$ cat config.mk
export PLATFORM = sky130hd
export DESIGN_NAME = edp_counter
export DESIGN_NICKNAME = d
export VERILOG_FILES = /design/src/verilog/edp_pkg.sv /design/src/verilog/edp_counter.sv /design/src/verilog/edp_prescaler.sv
export SDC_FILE = /design/constraint.sdc
export NUM_CORES = 1
export LEC_CHECK = 0
export BUFFER_PORTS_ARGS = -buffer_cell sky130_fd_sc_hd__buf_2
export CORE_ASPECT_RATIO = 0.75
export CORE_MARGIN = 1.5
export CORE_UTILIZATION = 41
export DETAILED_ROUTE_END_ITERATION = 12
export HOLD_SLACK_MARGIN = 0.02
export MAX_ROUTING_LAYER = met4
export SETUP_SLACK_MARGIN = 0.5
export SKIP_LAST_GASP = 1
export SYNTH_ARGS = -nofsm -noshare
export SYNTH_HDL_FRONTEND = slang
export SYNTH_SLANG_ARGS = --single-unit
$ cat constraint.sdc
create_clock -name mclk -period 2.45 [get_ports mclk]
set_input_delay 0.245 -clock mclk [delete_from_list [all_inputs] [get_ports mclk]]
set_output_delay 0.245 -clock mclk [all_outputs]
set_load 0.01 [all_outputs]
$ cat src/verilog/edp_pkg.sv
// constants and types for the 8-bit event/divider/modulation counter channel
package edp_pkg;
    localparam int EDP_WIDTH = 8;
    localparam logic [7:0] EDP_COUNT_RESET = 8'h00;
    localparam logic [7:0] EDP_PERIOD_RESET = 8'hff;
    localparam logic [7:0] EDP_DUTY_RESET = 8'hff;
    localparam logic EDP_FLOP_RESET = 1'b0;
    localparam int EDP_DIV_WIDTH = 11;
    // control register bit positions
    localparam int EDP_BIT_RUN = 3;
    localparam int EDP_BIT_FLOP = 7;

    typedef enum logic [1:0] {
        EDP_MODE_EVENT,
        EDP_MODE_DIVIDER,
        EDP_MODE_PWM,
        EDP_MODE_OFF
    } edp_mode_t;

    // source clock selection
    typedef enum logic [2:0] {
        EDP_SRC_SLOWEST,
        EDP_SRC_DIV7,
        EDP_SRC_DIV5,
        EDP_SRC_DIV3,
        EDP_SRC_SUB,
        EDP_SRC_DIV1,
        EDP_SRC_MAIN,
        EDP_SRC_NONE
    } edp_src_t;
endpackage

$ cat src/verilog/edp_counter.sv
// 8-bit counter channel: event counting, divider output and pulse-width modulation
`timescale 1ns/1ns
module edp_counter
    import edp_pkg::*;
#(
    parameter int WIDTH = EDP_WIDTH
) (
    // clock and reset
    input wire logic mclk,
    input wire logic srst,
    // oscillator tick enables, one cycle each
    input wire logic mainTick,
    input wire logic subTick,
    // control bits
    input wire edp_mode_t mode,
    input wire edp_src_t srcSelect,
    input wire logic tapSelect,
    input wire logic runEnable,
    input wire logic flopInitBit,
    input wire logic flopInitWrite,
    // compare register writes
    input wire logic [WIDTH-1:0] periodWriteData,
    input wire logic periodWrite,
    input wire logic [WIDTH-1:0] dutyWriteData,
    input wire logic dutyWrite,
    // external count input
    input wire logic countInputPin,
    // outputs
    output logic dividerOutputPin,
    output logic modulatedOutputPin,
    output logic matchInterrupt,
    output logic [WIDTH-1:0] counterValue,
    output logic [WIDTH-1:0] periodCompare,
    output logic [WIDTH-1:0] dutyReadback,
    output logic outputFlop
);
    logic [WIDTH-1:0] count_reg, count_next;
    logic [WIDTH-1:0] period_reg, period_next;
    logic [WIDTH-1:0] dutyBuf_reg, dutyBuf_next;
    logic [WIDTH-1:0] dutyActive_reg, dutyActive_next;
    logic flop_reg, flop_next;
    logic irq_reg, irq_next;
    logic syncA_reg, syncB_reg, syncC_reg;
    logic srcTick;
    logic fallEdge;
    logic step;

    edp_prescaler #(
        .DIV_WIDTH(EDP_DIV_WIDTH)
    ) uPrescaler (
        .mclk(mclk),
        .srst(srst),
        .mainTick(mainTick),
        .subTick(subTick),
        .tapSelect(tapSelect),
        .srcSelect(srcSelect),
        .srcTick(srcTick)
    );

    // two-flop synchroniser then one more stage for the edge compare
    always_ff @(posedge mclk) begin
        if (srst) begin
            syncA_reg <= 1'b1;
            syncB_reg <= 1'b1;
            syncC_reg <= 1'b1;
        end else begin
            syncA_reg <= countInputPin;
            syncB_reg <= syncA_reg;
            syncC_reg <= syncB_reg;
        end
    end
    assign fallEdge = syncC_reg && !syncB_reg;

    // counting step: input edges in event mode, prescaled clock in divider and PWM modes, none when off
    always_comb begin
        case (mode)
            EDP_MODE_EVENT: step = runEnable && fallEdge;
            EDP_MODE_DIVIDER,
            EDP_MODE_PWM: step = runEnable && srcTick;
            default: step = 1'b0;
        endcase
    end

    always_comb begin
        count_next = count_reg;
        period_next = period_reg;
        dutyBuf_next = dutyBuf_reg;
        dutyActive_next = dutyActive_reg;
        flop_next = flop_reg;
        irq_next = 1'b0;
        // unbuffered: a write is compared at once
        if (periodWrite) begin
            period_next = periodWriteData;
        end
        if (dutyWrite) begin
            dutyBuf_next = dutyWriteData;
        end
        // flop load only takes while stopped, so a stop holds the pin
        if (flopInitWrite && !runEnable) begin
            flop_next = flopInitBit;
        end
        if (!runEnable) begin
            dutyActive_next = dutyWrite ? dutyWriteData : dutyBuf_reg;
        end else if (step) begin
            case (mode)
                EDP_MODE_EVENT: begin
                    if (count_reg + 1'b1 == period_reg) begin
                        count_next = EDP_COUNT_RESET;
                        irq_next = 1'b1;
                    end else begin
                        count_next = count_reg + 1'b1;
                    end
                end
                EDP_MODE_DIVIDER: begin
                    if (count_reg + 1'b1 == period_reg) begin
                        count_next = EDP_COUNT_RESET;
                        flop_next = !flop_reg;
                        irq_next = 1'b1;
                    end else begin
                        count_next = count_reg + 1'b1;
                    end
                end
                EDP_MODE_PWM: begin
                    count_next = count_reg + 1'b1;
                    if (&count_reg) begin
                        // overflow: toggle back, clear, interrupt, take new duty
                        flop_next = !flop_reg;
                        irq_next = 1'b1;
                        dutyActive_next = dutyBuf_reg;
                    end else if (count_reg + 1'b1 == dutyActive_reg) begin
                        flop_next = !flop_reg;
                    end
                end
                default: begin
                    count_next = count_reg;
                end
            endcase
        end
    end

    always_ff @(posedge mclk) begin
        if (srst) begin
            count_reg <= EDP_COUNT_RESET;
            period_reg <= EDP_PERIOD_RESET;
            dutyBuf_reg <= EDP_DUTY_RESET;
            dutyActive_reg <= EDP_DUTY_RESET;
            flop_reg <= EDP_FLOP_RESET;
            irq_reg <= 1'b0;
        end else begin
            count_reg <= count_next;
            period_reg <= period_next;
            dutyBuf_reg <= dutyBuf_next;
            dutyActive_reg <= dutyActive_next;
            flop_reg <= flop_next;
            irq_reg <= irq_next;
        end
    end

    // pins drive the inverse of the flop
    assign dividerOutputPin = !flop_reg;
    assign modulatedOutputPin = !flop_reg;
    assign matchInterrupt = irq_reg;
    assign counterValue = count_reg;
    assign periodCompare = period_reg;
    // while modulating, reads show the active value until transfer
    assign dutyReadback = (mode == EDP_MODE_PWM && runEnable) ? dutyActive_reg : dutyBuf_reg;
    assign outputFlop = flop_reg;
endmodule

$ cat src/verilog/edp_prescaler.sv
// prescaler making one-cycle tick enables from main and sub oscillator ticks
`timescale 1ns/1ns
module edp_prescaler
    import edp_pkg::*;
#(
    parameter int DIV_WIDTH = EDP_DIV_WIDTH
) (
    // clock and reset
    input wire logic mclk,
    input wire logic srst,
    // oscillator tick enables and source selects
    input wire logic mainTick,
    input wire logic subTick,
    input wire logic tapSelect,
    input wire edp_src_t srcSelect,
    // selected source tick
    output logic srcTick
);
    logic [DIV_WIDTH-1:0] mainDiv_reg, mainDiv_next;
    logic [2:0] subDiv_reg, subDiv_next;
    logic [DIV_WIDTH-1:0] mainCarry;
    logic subCarry;

    // a stage ticks when all lower bits roll over
    genvar g;
    generate
        for (g = 0; g < DIV_WIDTH; g++) begin : gCarry
            assign mainCarry[g] = mainTick && (&mainDiv_reg[g:0]);
        end
    endgenerate
    assign subCarry = subTick && (&subDiv_reg);

    always_comb begin
        mainDiv_next = mainDiv_reg;
        subDiv_next = subDiv_reg;
        if (mainTick) begin
            mainDiv_next = mainDiv_reg + 1'b1;
        end
        if (subTick) begin
            subDiv_next = subDiv_reg + 1'b1;
        end
    end

    always_ff @(posedge mclk) begin
        if (srst) begin
            mainDiv_reg <= '0;
            subDiv_reg <= '0;
        end else begin
            mainDiv_reg <= mainDiv_next;
            subDiv_reg <= subDiv_next;
        end
    end

    always_comb begin
        case (srcSelect)
            EDP_SRC_SLOWEST: srcTick = tapSelect ? subCarry : mainCarry[10];
            EDP_SRC_DIV7: srcTick = mainCarry[6];
            EDP_SRC_DIV5: srcTick = mainCarry[4];
            EDP_SRC_DIV3: srcTick = mainCarry[2];
            EDP_SRC_SUB: srcTick = subTick;
            EDP_SRC_DIV1: srcTick = mainCarry[0];
            EDP_SRC_MAIN: srcTick = mainTick;
            default: srcTick = 1'b0;
        endcase
    end
endmodule
# Word level (Yosys, flattened, before mapping)
# Index checks and enable logic that the tools add are counted.
# word_totals
regBits	51
wordCells	78
# classes
addsub	3
eq_ne	13
mux	21
bitwise_logic	2
n_reduce_logical	28
# op_table
op	n
8-bit two-way mux	7
8-bit == test	2
8-bit one-hot mux with 2 select lines	1
3-bit AND reduction	4
11-bit by 1-bit adder with 11-bit output, second input constant	1
1-bit logical AND	11
11-bit AND reduction	1
3-bit == test, second input constant	3
1-bit two-way mux	9
8-bit by 1-bit adder with 8-bit output, second input constant	1
8-bit AND reduction	1
1-bit one-hot mux with 7 select lines	1
7-bit AND reduction	1
3-bit by 2-bit == test with 1-bit output, second input constant	2
2-bit by 1-bit inequality test with 1-bit output, second input constant	3
1-bit one-hot mux with 2 select lines	3
5-bit AND reduction	1
2-bit OR reduction	2
3-bit by 1-bit adder with 3-bit output, second input constant	1
3-bit by 1-bit == test with 1-bit output, second input constant	1
1-bit logical NOT	3
3-bit logical NOT	1
3-bit OR reduction	1
2-bit by 1-bit == test with 1-bit output, second input constant	1
4 further kinds	5

# Longest topological paths before layout
# Gate-level depths: netlist of the first run.
# logic_depth
ltp_word	8
depth_mapped	11

# Cells and area by module
# A second synthesis of the first run with hierarchy kept.
# unflattened
cells_unflattened	301
area_unflattened_um2	2819.0
# by_module_without_submodules
module	instances	cells_each	area_per_inst_um2
edp_counter	1	227	2107.0
edp_prescaler	1	74	711.9

# Worst setup path after synthesis of the first run
# No wires, ideal clock.
# synth_path
kind	register to register
from	reg count_reg[0], in the netlist counterValue[0]
to	reg flop_reg, in the netlist outputFlop
setup_time_ps	122
arrival_time_ps	2169
required_time_ps	2328
slack_ps	159
stages_incl_launch_ff	10
synth_period_minus_slack_ps	2291
path_cell_list	dfxtp_1 > ha_1 > and3_1 > buf_6 > and3_4 > xnor3_1 > nand4b_1 > or2_2 > mux2i_1 > o311a_1
# synth_via
elab_chain_cells	7
elab_cells_between_ends	10
# synth_lines
element	line_no	source
from (decl)	edp_counter.sv:37	logic [WIDTH-1:0] count_reg, count_next;
from (signal assigned)	edp_counter.sv:150	count_reg <= count_next;
8-bit by 1-bit adder with 8-bit output	edp_counter.sv:115, edp_counter.sv:130	
8-bit == test	edp_counter.sv:130	end else if (count_reg + 1'b1 == dutyActive_reg) begin
1-bit two-way mux	edp_counter.sv:130	
1-bit two-way mux	edp_counter.sv:125	if (&count_reg) begin
1-bit one-hot mux with 2 select lines (*)	edp_counter.sv:105	case (mode)
1-bit two-way mux (*)	edp_counter.sv:104	end else if (step) begin
1-bit two-way mux (*)	edp_counter.sv:102	if (!runEnable) begin
to (signal assigned)	edp_counter.sv:154	flop_reg <= flop_next;
to (decl)	edp_counter.sv:41	logic flop_reg, flop_next;
# Mark *: on every way between the ends. The rest lies on a longest branch, timed or not.
# A chain may end at the register's enable or synchronous reset.

# Worst setup path after layout of the first run
# layout_path
from	reg uPrescaler.mainDiv_reg[0]
to	reg count_reg[1], in the netlist counterValue[1]
# layout_via
elab_chain_cells	7
elab_cells_between_ends	14
# layout_lines
element	line_no	source
from (decl)	edp_prescaler.sv:19	logic [DIV_WIDTH-1:0] mainDiv_reg, mainDiv_next;
from (signal assigned)	edp_prescaler.sv:49	mainDiv_reg <= mainDiv_next;
11-bit AND reduction	edp_prescaler.sv:28	assign mainCarry[g] = mainTick && (&mainDiv_reg[g:0]);
1-bit logical AND	edp_prescaler.sv:28	
1-bit two-way mux	edp_prescaler.sv:56	EDP_SRC_SLOWEST: srcTick = tapSelect ? subCarry : mainCarry[10];
1-bit one-hot mux with 7 select lines (*)	edp_prescaler.sv:55	case (srcSelect)
1-bit logical AND (*)	edp_counter.sv:79	EDP_MODE_PWM: step = runEnable && srcTick;
1-bit one-hot mux with 2 select lines (*)	edp_counter.sv:76	case (mode)
3-bit AND reduction (no source line) (*)	--	
# Marked as above.

==> results of run 1 <==
==> kinds of logic (layout without fill, tap and decap cells) <==
kind of cell / after synthesis / after routing / share of synthesized area
AOI/OAI and AO/OA: 48 / 49 / 0.123
xor gates and xnor gates: 29 / 29 / 0.110
adders and majority gates: 10 / 10 / 0.0454
buffers and inverters: 28 / 108 / 0.0463
DFF: 51 / 51 / 0.370
muxes: 28 / 28 / 0.106
and+or+nand+nor: 102 / 102 / 0.200
==> worst max-delay path, delay by kind of cell, from the launching register on <==
kind / cells / cell delay, ns
compound gates: 6 / 0.77
flops: 1 / 0.36
buf+inv: 2 / 0.32
fa+ha+maj: 2 / 0.30
simple gates: 2 / 0.33
==> metal layers <==
layer / track usage / share of wire / vias up
met3: 0.0414 / 0.059 / 12
met5: - / 0 / -
li1: - / - / 1211
met1: 0.285 / 0.49 / 1132
met4: 0.0619 / 0.012 / 0
met2: 0.299 / 0.43 / 67
==> worst paths after layout <==
kind                                     startpoint                           end  slack [ns]  cells past startpoint
max reg2reg  uPrescaler.mainDiv_reg[0]$_SDFFE_PP0P_  counterValue[1]$_SDFFE_PP0P_        0.27                     12
min reg2reg                    syncA_reg$_SDFF_PP1_          syncB_reg$_SDFF_PP1_        0.42                      1
min                                   countInputPin          syncA_reg$_SDFF_PP1_        0.13                      2
max          uPrescaler.mainDiv_reg[0]$_SDFFE_PP0P_  counterValue[1]$_SDFFE_PP0P_        0.27                     12
==> per-stage QoR <==
step | power (mW) | utilization
after global placement | 1.18 | 0.502
after CTS | 1.69 | 0.561
after global routing | 1.77 | 0.571
after floorplan | 1.09 | -
after detailed placement | 1.18 | 0.502
final | 1.69 | 0.571
==> layout by cell type (no fill, tap or decap), types with 4 or more instances in the layout <==
cell type and n:
mux2i_1 19, dfxtp_1 45, nand2_1 18, dfxtp_4 5, buf_4 22, o21ai_0 6
buf_2 59, clkbuf_8 5, nor3b_1 4, o22ai_1 5, nand3_1 6, mux2_2 9
nor2b_1 11, a211oi_1 8, a21oi_1 4, a32o_1 6, inv_1 12, xnor2_1 13
nor2_1 25, xor2_1 9, ha_1 7
==> Yosys cell counts, types with 5 or more instances <==
master	instances
nand3_1	7
nor2_1	25
o21ai_0	10
dfxtp_1	51
a21oi_1	6
and3_1	7
nand2_1	21
a211oi_1	9
a32o_1	6
nor2b_1	12
o22ai_1	5
inv_1	12
xnor2_1	14
xor2_1	11
mux2i_1	19
ha_1	10
mux2_2	9
clkbuf_1	9
==> final cells by class <==
class | count | area (sq um) | area share
Multi-Input combinational cell | 218 | 1820 | 0.498
Timing Repair Buffer | 87 | 562 | 0.154
Tap cell | 81 | 101 | 0.0277
Inverter | 13 | 48.8 | 0.0133
Sequential cell | 51 | 1040 | 0.284
Clock inverter | 2 | 12.5 | 0.00342
Clock buffer | 6 | 72.6 | 0.0198
==> power groups by stage <==
stage | Combinational, mW | Sequential, mW | Clock, mW
3_3_place_gp | 0.249 | 0.928 | 0
4_1_cts | 0.284 | 0.906 | 0.501
2_1_floorplan | 0.165 | 0.925 | 0
6_report | 0.290 | 0.907 | 0.493
5_1_grt | 0.319 | 0.914 | 0.533
3_5_place_dp | 0.252 | 0.929 | 0
==> what timing repair did <==
item	in CTS	in global routing
setup endpoints to repair	18	18
gates cloned	3	0
resized for setup	30	12
pin swaps	19	4
buffers inserted	15	1
==> metrics.yaml, run 1 <==
port_buffers: 59
wl_per_cell_um: 15.5
ctsLongestPathBuffers: 2
ctsHoldBuffers: 0
cts.reportedPaths.clkPinSlew_ns: 0.10
grt_usage: 0.204
grt_overflow: 0
drive_gt1_frac: 0.379
clockRootBuffer: "clkbuf_8"
start_util: 0.430
power.switching_mw: 0.477
dp.cells: 431
synth-async-reset-ratio: 0
worst_path_max_delay_cell: "dfxtp_4"
synthTopCellsByArea: "dfxtp_1 (37%), mux2i_1 (6.9%), ha_1 (4.5%)"
skew_ns: 0.0120
grt_pass1_wl_um: 11400
cts_max_level: 2
core_area_sq_mm: 0.00641
syn_nets: 338
vias: 2422
critPathLaunchType: "flop"
cp_max_fo: 4
drv_slew: 0
grt_max_degree: 35
grt_antenna_before_repair: 0
slowest_delay_ns: 0.36
crit_type: "reg -> reg"
ant_nets: 0
ioPinCount: 60
drt_iter0_drc: 93
ys_seq_elements: 51
numCtsBuffers: 5
maxCapViolCount: 0
p_int_mw: 1.21
fin_setup_tns_ns: 0
dp_slack_ns: -0.153
ys_warn_count: 0
netlist_instances: 296
power_density_mw_per_mm2: 462
crit_path_end_kind: "flop"
synth-main-ff-cell: "dfxtp_1"
setup_viol: 0
layout.nets: 418
stdcell_count: 458
tightest_slew_ns: 1.03
die_area_sq_mm: 0.00723
dp_hpwl_um: 4820
area_growth_syn_to_layout_pct: 32.7
cp.required_ns: 2.65
pwr-share-seq: 0.537
peakVddDrop_v: 0.000224
drt-pass1-iter-count: 4
hold_path.class: "in -> reg"
place_congestion: 0.819
netlist_area_sq_mm: 0.00276
fin_crit_sh: 0.889
hold_ws_ns: 0.128
worst_slack_ns: 0.271
power.leakage_nw: 1.53
min_period_ns: 2.18
vias_per_cell: 5.29
synth_cell_type_count: 51
synth_top_area_frac: 0.370
status: "completed"
power_frac_comb: 0.172
largest_reg_flops: 11
synth_enable_flop_cells: 0
syn_avg_cell_area_sq_um: 9.32
synth_top_area_cell: "dfxtp_1"
rows: 25
worstPathArrival_ns: 2.38
fmax_mhz: 459
ys_seq_area_frac: 0.370
fillCellCount: 601
die_h_um: 74.0
clock_sinks: 51
rsz0062_at_grt: "yes"
placed_area_sq_mm: 0.00322
p_sw_frac: 0.282
worst_slew_margin_rel: 0.308
finalHoldViolations: 0
antenna_cells: 0
post-route-drc-count: 0
wl_um: 7110
p_clk_frac: 0.292
path_cells: "ha_4, and3_4, ha_4, o21ba_4, o21ai_1, o31ai_1, a21oi_2, buf_6, a21oi_4, buf_6, and3b_1, o21a_1"
fin_area_sq_mm: 0.00366
die_w_um: 97.7
cts_tree: "done"
grt_pass1_vias: 2284
worstSkewPairLatency_ns: 0.31
Note: power is estimated with default switching activity, not from simulation.
==> run 2, diff against run 1 <==
- SETUP_SLACK_MARGIN: 0.5 -> 0.4
==> metrics.yaml, run 2 (same netlist as run 1, synthesis figures left out) <==
status: "completed"
fin_util: 0.547
worst_path_max_delay_cell: "dfxtp_4"
skew_ns: 0.00483
drt_iter0_drc: 116
cts.reportedPaths.clkPinSlew_ns: 0.09
fin_area_sq_mm: 0.00351
slowest_delay_ns: 0.41
vias_per_cell: 5.11
r2r_slack_ns: 0.23
finalHoldViolations: 0
r2r_end: "counterValue[6]$_SDFFE_PP0P_"
grt_pass1_vias: 2189
numCtsBuffers: 5
grt_pass1_wl_um: 10800
start_util: 0.430
ctsLongestPathBuffers: 2
hold_ws_ns: 0.111
port_buffers: 59
cts_tree: "done"
hold-path-cell-count: 2
cp_top_family: "simple AND/OR/NAND/NOR gates"
p_clk_frac: 0.289
peakVddDrop_v: 0.000276
drt-pass1-iter-count: 4
clockRootBuffer: "clkbuf_8"
final_cell_mix: "buf_2 (60), dfxtp_1 (43), nor2_1 (25), nand2_1 (20)"
dp.cells: 435
r2r_start: "counterValue[0]$_SDFFE_PP0P_"
crit_top_cell: "and3_4"
ioPinCount: 60
clock_sinks: 51
critPathLaunchType: "flop"
antenna_cells: 0
fin_crit_sh: 0.905
reg2reg_depth: 10
min_period_ns: 2.22
power.leakage_nw: 1.48
cts_max_level: 2
cp.required_ns: 2.66
drv_slew: 0
tightest_slew_ns: 0.677
power.switching_mw: 0.451
fin_setup_tns_ns: 0
dp_slack_ns: 0.125
worstSkewPairLatency_ns: 0.31
die_area_sq_mm: 0.00723
grt_overflow: 0
worst_slack_ns: 0.234
grt_antenna_before_repair: 0
crit_path_end_kind: "flop"
setup_viol: 0
core_area_sq_mm: 0.00641
place_congestion: 0.890
power_frac_comb: 0.166
placed_area_sq_mm: 0.00321
die_h_um: 74.0
worst_slew_margin_rel: 0.549
ant_nets: 0
die_w_um: 97.7
maxCapViolCount: 0
post-route-drc-count: 0
drive_gt1_frac: 0.353
largest_reg_flops: 11
grt_max_degree: 35
layout.nets: 415
crit_type: "reg -> reg"
rows: 25
vias: 2324
path_buf_inv: 2
worstPathArrival_ns: 2.42
rsz0062_at_grt: "yes"
ctsHoldBuffers: 0
final_common_cell: "buf_2"
p_int_mw: 1.21
stdcell_count: 455
fillCellCount: 594
hold_path.class: "in -> reg"
dp_hpwl_um: 4770
pwr-share-seq: 0.545
power_mw: 1.66
path_cells: "ha_4, and3_4, and3_4, xnor3_1, nand4b_1, nor3_2, buf_4, nor2b_4, buf_6, a32o_1"
wl_um: 6780
wl_per_cell_um: 14.9
fmax_mhz: 451
hold_end: "syncA_reg$_SDFF_PP1_"
min_from: "countInputPin"
area_growth_syn_to_layout_pct: 27.3
grt_usage: 0.197
p_sw_frac: 0.272
cp_max_fo: 5
power_density_mw_per_mm2: 473
[run 2: cell types whose count changed in the layout (fill, tap and decap cells not counted), sizes merged]
cell	previous run	this run
buf	87	85
a21oi	7	6
clkbuf	6	7
clkinvlp	1	0
[run 2: cell type report]
cell class	instances	area, sq um	share of cell area
Clock buffer	7	76.3	0.0217
Clock inverter	1	5.00	0.00143
Inverter	13	48.8	0.0139
Multi-Input combinational cell	217	1730	0.493
Sequential cell	51	1040	0.296
Tap cell	81	101	0.0289
Timing Repair Buffer	85	510	0.145
[run 2: metal layers]
layer,vias up,GRT usage,share of wire
met3,10,0.0367,0.055
met4,0,0.0667,0.013
met5,-,-,0
li1,1196,-,-
met1,1050,0.275,0.52
met2,68,0.288,0.41
[run 2: worst max-delay path by stage]
stage | cells after the start | slack, ns | startpoint | end
after floorplan | 9 | 0.34 | counterValue[0]$_SDFFE_PP0P_ | outputFlop$_SDFF_PP0_
after global placement | 11 | 0.18 | uPrescaler.mainDiv_reg[1]$_SDFFE_PP0P_ | counterValue[5]$_SDFFE_PP0P_
after detailed placement | 11 | 0.12 | uPrescaler.mainDiv_reg[1]$_SDFFE_PP0P_ | counterValue[3]$_SDFFE_PP0P_
after CTS | 12 | 0.27 | uPrescaler.mainDiv_reg[1]$_SDFFE_PP0P_ | dutyActive_reg[1]$_SDFFE_PP1P_
after global routing | 9 | 0.12 | counterValue[3]$_SDFFE_PP0P_ | dutyActive_reg[1]$_SDFFE_PP1P_
final | 10 | 0.23 | counterValue[0]$_SDFFE_PP0P_ | counterValue[6]$_SDFFE_PP0P_
[run 2: what timing repair did]
item / 4_1_cts / 5_1_grt
setup buffers: 6 / 4
gates cloned: 1 / 1
pin swaps: 14 / 9
setup endpoints to repair: 17 / 18
resized for setup: 22 / 12
[run 2: power by group through the flow]
stage,clock (mW),combinational (mW),sequential [mW]
2_1_floorplan,0,0.163,0.923
3_3_place_gp,0,0.255,0.924
3_5_place_dp,0,0.257,0.925
4_1_cts,0.498,0.272,0.907
5_1_grt,0.523,0.309,0.912
6_report,0.480,0.275,0.906
